**src/rtl/csp_pkg.sv**
```systemverilog
package csp_pkg;
  localparam logic [7:0] CTRL_OFFSET = 8'h00;
  localparam logic [7:0] STATUS_OFFSET = 8'h04;
  localparam logic [1:0] CTRL_BPF_RESET = 2'h1;
  localparam int CTRL_BPF_LSB = 0;
  localparam int STATUS_ERR_LSB = 0;
  localparam int STATUS_SOFT_PD_BIT = 4;
  localparam int STATUS_CAL_BIT = 5;
  localparam int STATUS_MASTER_BIT = 6;
  localparam int STATUS_PWR_LSB = 8;
  localparam int STATUS_SUBFRAME_LSB = 12;
  localparam int CAL_FRAMES = 194;
  localparam logic [3:0] ERR_NONE = 4'h0;
  localparam logic [3:0] ERR_CTRL_IGNORED = 4'h1;
  localparam logic [3:0] ERR_SOFT_PD = 4'h3;
  localparam logic [3:0] LOG_BPF_MIN = 4'h5;
  localparam logic [3:0] LOG_BPF_I2S = 4'h6;
  localparam logic [3:0] LOG_BPF_SPLIT_MAX = 4'h7;
  localparam logic [3:0] LOG_HALF_BIT_BASE = 4'h7;
  localparam logic [3:0] LOG_SLOW_BASE = 4'hA;
  localparam logic [7:0] SLOW_MULT_NUM = 8'h03;
  localparam logic [7:0] MULT_FACTOR = 8'h10;
  localparam int SUB_LOG_FULL = 6;
  localparam int SUB_LOG_SPLIT = 5;
  localparam int W_DAC_L = 48;
  localparam int W_CTL_A = 32;
  localparam int W_DAC_R = 16;
  localparam int W_CTL_IGNORE = 43;
  localparam int W_DO1 = 3;
  localparam int W_DO2 = 2;
  localparam int CTL_MUTE_BIT = 10;
  localparam logic [2:0] MODE_MULT = 3'h0;
  localparam logic [2:0] MODE_I2S = 3'h1;
  localparam logic [2:0] MODE_STD = 3'h2;
  localparam logic [2:0] MODE_TEST = 3'h3;
  typedef enum logic [1:0] {PWR_ON, PWR_DRAIN, PWR_OFF} csp_pwr_type;
endpackage

```
**src/rtl/csp_serial_port.sv**
```systemverilog
// The address map and register access over APB are this design's own decisions.
module csp_serial_port #(
  parameter int CAL_FRAMES = csp_pkg::CAL_FRAMES,
  parameter logic [3:0] VERSION_CODE = 4'h5 // The value is arbitrary.
) (
  input wire logic clock,
  input wire logic rst_n,
  input wire logic power_down_pin,
  input wire logic port_mode_sel_a,
  input wire logic port_mode_sel_b,
  input wire logic port_mode_sel_c,
  input wire logic subframe_sel_a,
  input wire logic subframe_sel_b,
  input wire logic master_select,
  input wire logic bit_clock_in,
  output logic bit_clock_out,
  output logic bit_clock_oe_n,
  input wire logic frame_sync_pulse_in,
  output logic frame_sync_pulse_out,
  output logic frame_sync_pulse_oe_n,
  input wire logic serial_in_line,
  output logic serial_out_line,
  output logic serial_out_line_oe_n,
  input wire logic gp_input_one,
  input wire logic multifunction_pin_six,
  input wire logic multifunction_pin_three,
  output logic gp_output_one,
  output logic gp_output_one_oe_n,
  output logic multifunction_pin_five,
  output logic multifunction_pin_five_oe_n,
  input wire logic [15:0] adc_left,
  input wire logic [15:0] adc_right,
  input wire logic adc_clip_left,
  input wire logic adc_clip_right,
  output logic [15:0] dac_left,
  output logic [15:0] dac_right,
  output logic [15:0] control_field_a,
  output logic [15:0] control_field_b,
  output logic analog_mute,
  output logic soft_power_down,
  output logic calibrating,
  input wire logic psel,
  input wire logic penable,
  input wire logic pwrite,
  input wire logic [7:0] paddr,
  input wire logic [31:0] pwdata,
  output logic [31:0] prdata,
  output logic pready,
  output logic pslverr
);

  if (CAL_FRAMES < 1 || CAL_FRAMES > 255)
  begin : g_cal_frames_check
    $error("CAL_FRAMES must lie in 1..255.");
  end

  typedef struct packed {
    csp_pkg::csp_pwr_type pwr;
    logic [6:0] half_cnt;
    logic phase;
    logic sclk_q;
    logic [7:0] bit_idx;
    logic [63:0] rx_sh;
    logic [63:0] tx_sh;
    logic [15:0] dac_l;
    logic [15:0] dac_r;
    logic [15:0] ctl_a;
    logic [15:0] ctl_b;
    logic [1:0] gp_out;
    logic ctl_err;
    logic [7:0] idle_cnt;
    logic soft_pd;
    logic [15:0] frame_clks;
    logic [15:0] last_len;
    logic [7:0] cal_cnt;
    logic mute;
    logic sout;
    logic sout_oe_n;
    logic bclk;
    logic fs;
    logic clk_oe_n;
    logic [1:0] gpo;
    logic [1:0] gpo_oe_n;
    logic [1:0] bpf_reg;
    logic [31:0] prdata;
  } csp_state_type;

  localparam csp_state_type RESET_STATE = '{
    pwr: csp_pkg::PWR_ON,
    phase: 1'b1,
    bpf_reg: csp_pkg::CTRL_BPF_RESET,
    cal_cnt: 8'(CAL_FRAMES),
    default: '0
  };

  csp_state_type s;
  csp_state_type next_s;

  logic [2:0] mode;
  logic split;
  logic is_mult;
  logic is_i2s;
  logic is_std;
  logic is_test;
  logic master;
  logic run;
  logic [3:0] lbpf;
  logic [1:0] own_sub;
  logic [7:0] bpf_last;
  logic [6:0] half_len;
  logic [7:0] slow_lim;
  logic mid;
  logic start;
  logic [7:0] cur;
  logic [7:0] nidx;
  logic [63:0] w;
  logic [63:0] tx_word;
  logic [3:0] err;
  logic [2:0] gp_in;
  logic mf5_used;
  logic addr_ok;

  // Own sub-frame test shared by the receive and transmit paths.
  function automatic logic in_own_sub(input logic [7:0] idx, input logic [3:0] lb,
                                      input logic sp, input logic [1:0] k);
    logic [7:0] sub;
    logic [7:0] nsub;
    sub = sp ? (idx >> csp_pkg::SUB_LOG_SPLIT) : (idx >> csp_pkg::SUB_LOG_FULL);
    nsub = 8'((9'h001 << lb) >> (sp ? csp_pkg::SUB_LOG_SPLIT : csp_pkg::SUB_LOG_FULL));
    in_own_sub = (sub == {6'h00, k}) && ({6'h00, k} < nsub);
  endfunction

  function automatic logic [5:0] sub_pos(input logic [7:0] idx, input logic sp);
    sub_pos = idx[5:0] & {~sp, 5'h1F};
  endfunction

  always_comb
  begin
    mode = {port_mode_sel_c, port_mode_sel_b, port_mode_sel_a};
    split = port_mode_sel_c;
    is_mult = !split && mode == csp_pkg::MODE_MULT;
    is_i2s = !split && mode == csp_pkg::MODE_I2S;
    is_std = !split && mode == csp_pkg::MODE_STD;
    is_test = !split && mode == csp_pkg::MODE_TEST;
    master = is_i2s || (!is_test && master_select);
    run = !is_test && s.pwr == csp_pkg::PWR_ON;
    own_sub = {subframe_sel_b, subframe_sel_a};
    if (is_i2s)
    begin
      lbpf = csp_pkg::LOG_BPF_I2S;
    end
    else if (split)
    begin
      lbpf = (s.bpf_reg == 2'h3) ? csp_pkg::LOG_BPF_SPLIT_MAX
                                 : csp_pkg::LOG_BPF_MIN + {2'h0, s.bpf_reg};
    end
    else
    begin
      lbpf = (s.bpf_reg == 2'h0) ? csp_pkg::LOG_BPF_I2S
                                 : csp_pkg::LOG_BPF_MIN + {2'h0, s.bpf_reg};
    end
    bpf_last = 8'((9'h001 << lbpf) - 9'h001);
    // At 256 bits a bit lasts two clocks, which stretches the frame; the clock is the fast one.
    half_len = (lbpf >= csp_pkg::LOG_HALF_BIT_BASE) ? 7'h01
               : 7'(8'h01 << (csp_pkg::LOG_HALF_BIT_BASE - lbpf));
    slow_lim = 8'(csp_pkg::SLOW_MULT_NUM << (csp_pkg::LOG_SLOW_BASE - lbpf));
    if (is_mult)
    begin
      slow_lim = 8'((slow_lim + csp_pkg::MULT_FACTOR - 8'h01) / csp_pkg::MULT_FACTOR);
    end
    // Pin five is the second output in every mode that carries control fields.
    mf5_used = !split;
    gp_in[0] = gp_input_one;
    gp_in[1] = !split && multifunction_pin_six;
    gp_in[2] = (is_std || is_mult) && !master && multifunction_pin_three;
    err = s.soft_pd ? csp_pkg::ERR_SOFT_PD
          : (s.ctl_err ? csp_pkg::ERR_CTRL_IGNORED : csp_pkg::ERR_NONE);
    if (split)
    begin
      tx_word = {adc_left, adc_right, 32'h00000000};
    end
    else
    begin
      tx_word = {adc_left, 5'h00, s.cal_cnt == 8'h00 && !s.soft_pd, adc_clip_left,
                 adc_clip_right, err, VERSION_CODE, adc_right, 12'h000,
                 gp_in[0], gp_in[1], gp_in[2], 1'b0};
    end
    if (s.cal_cnt != 8'h00)
    begin
      tx_word[63:48] = 16'h0000;
      tx_word[31:16] = 16'h0000;
    end
    addr_ok = paddr == csp_pkg::CTRL_OFFSET || paddr == csp_pkg::STATUS_OFFSET;
  end

  always_comb
  begin
    next_s = s;
    mid = 1'b0;
    start = 1'b0;
    w = {s.rx_sh[62:0], serial_in_line};
    next_s.sclk_q = bit_clock_in;
    if (run && master)
    begin
      if (s.half_cnt == 7'h00)
      begin
        next_s.half_cnt = half_len - 7'h01;
        next_s.phase = !s.phase;
        mid = !s.phase;
        start = s.phase;
      end
      else
      begin
        next_s.half_cnt = s.half_cnt - 7'h01;
      end
    end
    else if (run)
    begin
      mid = s.sclk_q && !bit_clock_in;
      start = !s.sclk_q && bit_clock_in;
    end
    cur = (mid && !master && frame_sync_pulse_in) ? 8'h00 : s.bit_idx;
    nidx = (s.bit_idx >= bpf_last) ? 8'h00 : s.bit_idx + 8'h01;
    if (run && s.frame_clks != 16'hFFFF)
    begin
      next_s.frame_clks = s.frame_clks + 16'h0001;
    end
    if (mid)
    begin
      next_s.bit_idx = cur;
      if (in_own_sub(cur, lbpf, split, own_sub))
      begin
        next_s.rx_sh = w;
        if (sub_pos(cur, split) == (split ? 6'h1F : 6'h3F))
        begin
          if (split)
          begin
            next_s.dac_l = w[31:16];
            next_s.dac_r = w[15:0];
          end
          else
          begin
            next_s.dac_l = w[csp_pkg::W_DAC_L +: 16];
            next_s.dac_r = w[csp_pkg::W_DAC_R +: 16];
            next_s.ctl_err = w[csp_pkg::W_CTL_IGNORE];
            if (!w[csp_pkg::W_CTL_IGNORE])
            begin
              next_s.ctl_a = w[csp_pkg::W_CTL_A +: 16];
              next_s.ctl_b = w[15:0];
              next_s.gp_out = {w[csp_pkg::W_DO2], w[csp_pkg::W_DO1]};
            end
          end
        end
      end
    end
    if (start)
    begin
      next_s.bit_idx = nidx;
      if (nidx == 8'h00)
      begin
        next_s.frame_clks = 16'h0000;
        next_s.last_len = s.frame_clks;
        if (s.last_len != 16'h0000 && s.frame_clks != s.last_len)
        begin
          next_s.cal_cnt = 8'(CAL_FRAMES);
        end
        else if (s.cal_cnt != 8'h00)
        begin
          next_s.cal_cnt = s.cal_cnt - 8'h01;
        end
      end
      if (in_own_sub(nidx, lbpf, split, own_sub))
      begin
        next_s.sout_oe_n = 1'b0;
        if (sub_pos(nidx, split) == 6'h00)
        begin
          next_s.sout = tx_word[63];
          next_s.tx_sh = {tx_word[62:0], 1'b0};
        end
        else
        begin
          next_s.sout = s.tx_sh[63];
          next_s.tx_sh = {s.tx_sh[62:0], 1'b0};
        end
      end
      else
      begin
        next_s.sout = 1'b0;
        next_s.sout_oe_n = 1'b1;
      end
    end
    if (run && !master)
    begin
      if (mid)
      begin
        next_s.idle_cnt = 8'h00;
        if (s.idle_cnt < slow_lim)
        begin
          next_s.soft_pd = 1'b0;
        end
      end
      else if (s.idle_cnt != 8'hFF)
      begin
        next_s.idle_cnt = s.idle_cnt + 8'h01;
      end
      if (s.idle_cnt >= slow_lim)
      begin
        next_s.soft_pd = 1'b1;
      end
    end
    else
    begin
      next_s.idle_cnt = 8'h00;
      next_s.soft_pd = 1'b0;
    end
    case (s.pwr)
      csp_pkg::PWR_ON:
      begin
        if (!power_down_pin)
        begin
          next_s.pwr = csp_pkg::PWR_DRAIN;
        end
      end
      csp_pkg::PWR_DRAIN:
      begin
        next_s.pwr = csp_pkg::PWR_OFF;
      end
      csp_pkg::PWR_OFF:
      begin
        if (power_down_pin)
        begin
          next_s.pwr = csp_pkg::PWR_ON;
          next_s.cal_cnt = 8'(CAL_FRAMES);
        end
      end
      default:
      begin
        next_s.pwr = csp_pkg::PWR_DRAIN;
      end
    endcase
    // Soft power-down keeps the general pins alive; only hard power-down stops them.
    next_s.mute = next_s.ctl_a[csp_pkg::CTL_MUTE_BIT] || next_s.soft_pd
                  || next_s.cal_cnt != 8'h00 || next_s.pwr != csp_pkg::PWR_ON;
    case (next_s.pwr)
      csp_pkg::PWR_ON:
      begin
        next_s.bclk = master && (is_i2s ? next_s.phase : !next_s.phase);
        next_s.fs = master && next_s.bit_idx == 8'h00;
        next_s.clk_oe_n = !master;
        next_s.gpo = {mf5_used && next_s.gp_out[1], next_s.gp_out[0]};
        next_s.gpo_oe_n = {!mf5_used, 1'b0};
        if (is_test)
        begin
          next_s.sout = 1'b0;
          next_s.sout_oe_n = 1'b1;
        end
      end
      csp_pkg::PWR_DRAIN:
      begin
        next_s.sout = 1'b0;
        next_s.sout_oe_n = 1'b0;
        next_s.bclk = 1'b0;
        next_s.fs = 1'b0;
        next_s.clk_oe_n = 1'b0;
        next_s.gpo = 2'h0;
        next_s.gpo_oe_n = 2'h0;
      end
      default:
      begin
        next_s.sout = 1'b0;
        next_s.sout_oe_n = 1'b1;
        next_s.bclk = 1'b0;
        next_s.fs = 1'b0;
        next_s.clk_oe_n = 1'b1;
        next_s.gpo = 2'h0;
        next_s.gpo_oe_n = 2'h3;
      end
    endcase
    next_s.prdata = 32'h00000000;
    if (psel && !penable && !pwrite)
    begin
      if (paddr == csp_pkg::CTRL_OFFSET)
      begin
        next_s.prdata[csp_pkg::CTRL_BPF_LSB +: 2] = s.bpf_reg;
      end
      else if (paddr == csp_pkg::STATUS_OFFSET)
      begin
        next_s.prdata[csp_pkg::STATUS_ERR_LSB +: 4] = err;
        next_s.prdata[csp_pkg::STATUS_SOFT_PD_BIT] = s.soft_pd;
        next_s.prdata[csp_pkg::STATUS_CAL_BIT] = s.cal_cnt != 8'h00;
        next_s.prdata[csp_pkg::STATUS_MASTER_BIT] = master;
        next_s.prdata[csp_pkg::STATUS_PWR_LSB +: 2] = s.pwr;
        next_s.prdata[csp_pkg::STATUS_SUBFRAME_LSB +: 2] = own_sub;
      end
    end
    if (psel && penable && pwrite && paddr == csp_pkg::CTRL_OFFSET)
    begin
      next_s.bpf_reg = pwdata[csp_pkg::CTRL_BPF_LSB +: 2];
    end
  end

  always_ff @(posedge clock or negedge rst_n)
  begin
    if (!rst_n)
    begin
      s <= RESET_STATE;
    end
    else
    begin
      s <= next_s;
    end
  end

  assign bit_clock_out = s.bclk;
  assign bit_clock_oe_n = s.clk_oe_n;
  assign frame_sync_pulse_out = s.fs;
  assign frame_sync_pulse_oe_n = s.clk_oe_n;
  assign serial_out_line = s.sout;
  assign serial_out_line_oe_n = s.sout_oe_n;
  assign gp_output_one = s.gpo[0];
  assign gp_output_one_oe_n = s.gpo_oe_n[0];
  assign multifunction_pin_five = s.gpo[1];
  assign multifunction_pin_five_oe_n = s.gpo_oe_n[1];
  assign dac_left = s.dac_l;
  assign dac_right = s.dac_r;
  assign control_field_a = s.ctl_a;
  assign control_field_b = s.ctl_b;
  assign analog_mute = s.mute;
  assign soft_power_down = s.soft_pd;
  assign calibrating = s.cal_cnt != 8'h00;
  assign prdata = s.prdata;
  assign pready = 1'b1;
  assign pslverr = psel && penable && !addr_ok;

endmodule

```
**config.mk**
```make
export PLATFORM = sky130hd
export DESIGN_NAME = csp_serial_port
export DESIGN_NICKNAME = d
export VERILOG_FILES = /design/src/rtl/csp_pkg.sv /design/src/rtl/csp_serial_port.sv
export SDC_FILE = /design/constraint.sdc
export NUM_CORES = 1
export LEC_CHECK = 0
export ABC_AREA = 1
export BUFFER_PORTS_ARGS = -buffer_cell sky130_fd_sc_hd__buf_4
export CAP_MARGIN = 15
export CORE_MARGIN = 8
export CORE_UTILIZATION = 25
export CTS_CLUSTER_SIZE = 12
export DETAILED_ROUTE_END_ITERATION = 8
export HOLD_SLACK_MARGIN = 0.06
export PLACE_DENSITY = 0.38
export REMOVE_ABC_BUFFERS = 1
export SYNTH_ARGS = -nofsm -noshare
export SYNTH_HDL_FRONTEND = slang
export SYNTH_SLANG_ARGS = --single-unit
```
**constraint.sdc**
```tcl
create_clock -name clock -period 8.4 [get_ports clock]
set_clock_uncertainty 0.1 [all_clocks]
set_input_delay 0.42 -clock clock [delete_from_list [all_inputs] [get_ports clock]]
set_output_delay 0.42 -clock clock [all_outputs]
set_load 0.02 [all_outputs]
```
==> summary.md <==
| Metric | Value |
|---|---|
| Slew HR | `0.324` |
| Nets@finish | `1954` |
| Post-DP HPWL | `27.2 mm` |
| MaxCap Viol Count | `0` |
| CTS tree | `yes` |
| Most used cell, CP | `nand2_1` |
| Outcome | `finished clean` |
| WS Path Type | `in2reg` |
| Final core utilization | `0.294` |
| Vias | `~11000` |
| EDFF count, synth | `0` |
| Synthesized area per cell | `8.16 µm²` |
| Worst-Skew Late Latency | `540 ps` |
| Num ports | `203` |
| Die area | `65800 µm²` |
| Flops & latches, synth | `280` |
| Vias per inst | `4.25` |
| Pwr dens | `about 300 nW/µm²` |
| Placer Congestion | `0.751` |
| Setup TNS | `0 ps` |
| Crit path capture type | `register` |
| Clk buf depth | `3` |
| Synth Flop Type | `dfrtp_1` |
| Crit path largest cell delay | `540 ps` |
| Final Setup Violations | `0` |
| DR WL/cell | `approximately 15 µm` |
| Gate Count Post-Synth | `around 1800` |
| Worst path required time | `8680 ps` |
| FILL cells | `6228` |
| Most common cell after layout, fill and taps aside | `nand2_1` |
| Share of cells above drive strength 1 | `0.140` |
| Fin crit period | `slightly below 6000 ps` |
| RSZ-0062 raised after global routing | `no` |
| CTS sink cnt | `280` |
| Combinational power share | `0.285` |
| Worst-Margin Slew | `1010 ps` |
| Worst vdd ir | `between 0.1 and 0.15 mV` |
| Cell Area, Placed | `roughly 16000 µm²` |
| Area grow syn2layout | `17.0%` |
| Vias in the first global route | `around 12000` |
| Final Power | `5.01 mW` |
| Core ar. | `57500 µm²` |
| Post-synthesis sequential area ratio | `0.485` |
| Hold Vio Cnt, Final | `0` |
| Initial antenna violation count | `2` |
| Post-CTS Setup Repair Bufs | `0` |
| Synth Warn # | `0` |
| Starting Density | `0.252` |
| DRC viols | `0` |
| Chip Height | `257 µm` |
| Synth async-reset ratio | `1.00` |
| Floorplan row count | `between 80 and 90` |
| P_sw | `1.80 mW` |
| H-tree levels | `2` |
| First-pass GRT wire length | `65.2 mm` |
| Largest net degree at the start of global routing | `139` |
| CTS Hold Buffers Added | `5` |
| Lkg Pwr | `8.32 nW` |
| Crit path launch type | `primary input` |
| Die width | `257 µm` |
| Clk pwr share | `0.323` |
| Count of different cell masters after synthesis | `51` |
| Sequential Power Share | `0.392` |
| Worst EP arrival | `6120 ps` |
| Worst min path class | `in2reg` |
| Antenna viol nets, final | `0` |
| Fmax achieved | `0.171 GHz` |
| Number of I/O port buffers | `147` |
| DRT Pass-1 Iters | `5` |
| CTS clk-pin slew, worst paths | `roughly 50 ps` |
| Slowest stage cell, crit path | `clkinv_2` |
| Most frequent cells in the layout | `nand2_1, dfrtp_1, inv_1` |
| CTS Root Cell | `clkbuf_16` |
| Switching Fraction | `0.360` |
| Fin. max-slew vios | `0` |
| Gr ovfl total | `0` |
| Mapped Area | `about 14000 µm²` |
| Internal | `approximately 3.2 mW` |
| Post-CTS sizing | `0` |
| Fin crit share | `0.695` |
| Post-Route WL | `approximately 40 mm` |
| Crit path max fanout | `60` |
| DRT iter0 DRCs | `slightly below 600` |
| GR Util All Layers | `0.122` |
| Design Area, Final | `around 17000 µm²` |
| Clock buffer count from CTS | `36` |
worst max-delay path, delay by kind of cell:
kind | cells | cell delay [ps]
XOR/XNOR | 1 | 140
adder cells (fa/ha/maj) | 2 | 550
AND/OR/NAND/NOR | 12 | 1900
AO/OA/AOI/OAI | 5 | 1040
buffers and inverters | 6 | 1990
synth_stat cells, types with 2 or more instances:
master | instances | area, µm²
dfstp_2 | 5 | 131
o21ai_0 | 187 | 936
nor2_1 | 128 | 480
and3_1 | 2 | 12.5
o21ai_1 | 42 | 210
nor3_1 | 20 | 100
xnor2_1 | 7 | 61.3
buf_6 | 6 | 67.6
nand2_2 | 5 | 31.3
xor2_1 | 39 | 342
o211ai_1 | 2 | 15.0
dfrtp_1 | 275 | 6880
nor2_2 | 3 | 18.8
nor2_4 | 4 | 45.0
a21oi_1 | 28 | 140
a211oi_1 | 4 | 30.0
nand2_4 | 2 | 22.5
mux2_2 | 2 | 22.5
a22oi_1 | 3 | 22.5
nor4_1 | 8 | 50.1
conb_1 | 2 | 7.51
o32ai_1 | 2 | 17.5
nand3_1 | 82 | 410
or2_2 | 2 | 12.5
nand2_1 | 443 | 1660
buf_2 | 25 | 125
ha_1 | 30 | 375
buf_4 | 108 | 811
a31oi_1 | 37 | 231
inv_2 | 8 | 30.0
nor3_2 | 2 | 20.0
nand4_1 | 12 | 75.1
inv_1 | 196 | 736
clkbuf_1 | 29 | 109
o22ai_1 | 3 | 18.8
nand3_2 | 5 | 50.1
metal layers:
| layer | track usage | vias to the layer above | routed length, µm |
|---|---|---|---|
| met4 | 0.0297 | 2 | 708 |
| met2 | 0.186 | 191 | 17300 |
| li1 | - | 5656 | - |
| met1 | 0.166 | 5254 | 19400 |
| met3 | 0.0391 | 51 | 2750 |
| met5 | 0 | - | 12 |
kinds of logic (layout without fill, tap and decap cells):
logic type               count (synthesis)  after routing  synth area share
AND/OR/NAND/NOR                        725            725             0.214
buffers and inverters                  375            434             0.131
AO/OA/AOI/OAI                          313            313             0.115
flip-flops                             280            280             0.485
XOR/XNOR                                46             46            0.0278
adder cells (fa/ha/maj)                 30             30            0.0259
other                                    2             31          0.000519
multiplexers                             2              2           0.00156
state kept, by name, indices dropped and copies added, names as in the netlist, 9 cells and up:
signal           count
control_field_b     16
dac_left            16
control_field_a     15
dac_right           16
s                  197
prdata               9
path summary, 6_finish.rpt:
check | from | to | slack [ps] | depth (start not counted)
max | port_mode_sel_c | s[223]$_DFFE_PN0P_ | 2560 | 26
min | power_down_pin | s[305]$_DFF_PN0_ | 90 | 2
max reg2reg | s[33]$_DFFE_PN0P_ | s[223]$_DFFE_PN0P_ | 2840 | 25
min reg2reg | s[94]$_DFF_PN0_ | s[94]$_DFF_PN0_ | 370 | 2
max in group asynchronous | rst_n | s[257]$_DFFE_PN0P_ | 6500 | 3
min in group asynchronous | rst_n | s[62]$_DFFE_PN0P_ | 420 | 2
final cells by class:
cell class | count | area [µm²] | share of cell area
tap | 765 | 957 | 0.0566
multi-input combinational | 1145 | 5660 | 0.335
clock inverter | 11 | 141 | 0.00835
inverter | 207 | 783 | 0.0463
antenna | 2 | 5.00 | 0.000296
timing repair buffer | 162 | 1260 | 0.0745
clock buffer | 54 | 1100 | 0.0650
sequential | 280 | 7010 | 0.414
stage by stage:
stage,hold WS (ps),instances,setup slack [ps]
after floorplan,24.4,1632,3610
after global placement,355,2553,1940
after detailed placement,359,2553,1890
after CTS,60.8,2623,2450
after global routing,99.1,2624,1830
final,93.9,2626,2560
power by group through the flow:
stage	sequential (mW)	clock (mW)	combinational, mW
floorplan	1.94	0	1.03
global placement	1.99	0	1.45
CTS	1.96	1.68	1.46
global route	2.01	1.73	1.69
detailed placement	1.98	0	1.45
finish	1.96	1.62	1.43
Power figures use the tool's default switching activity.
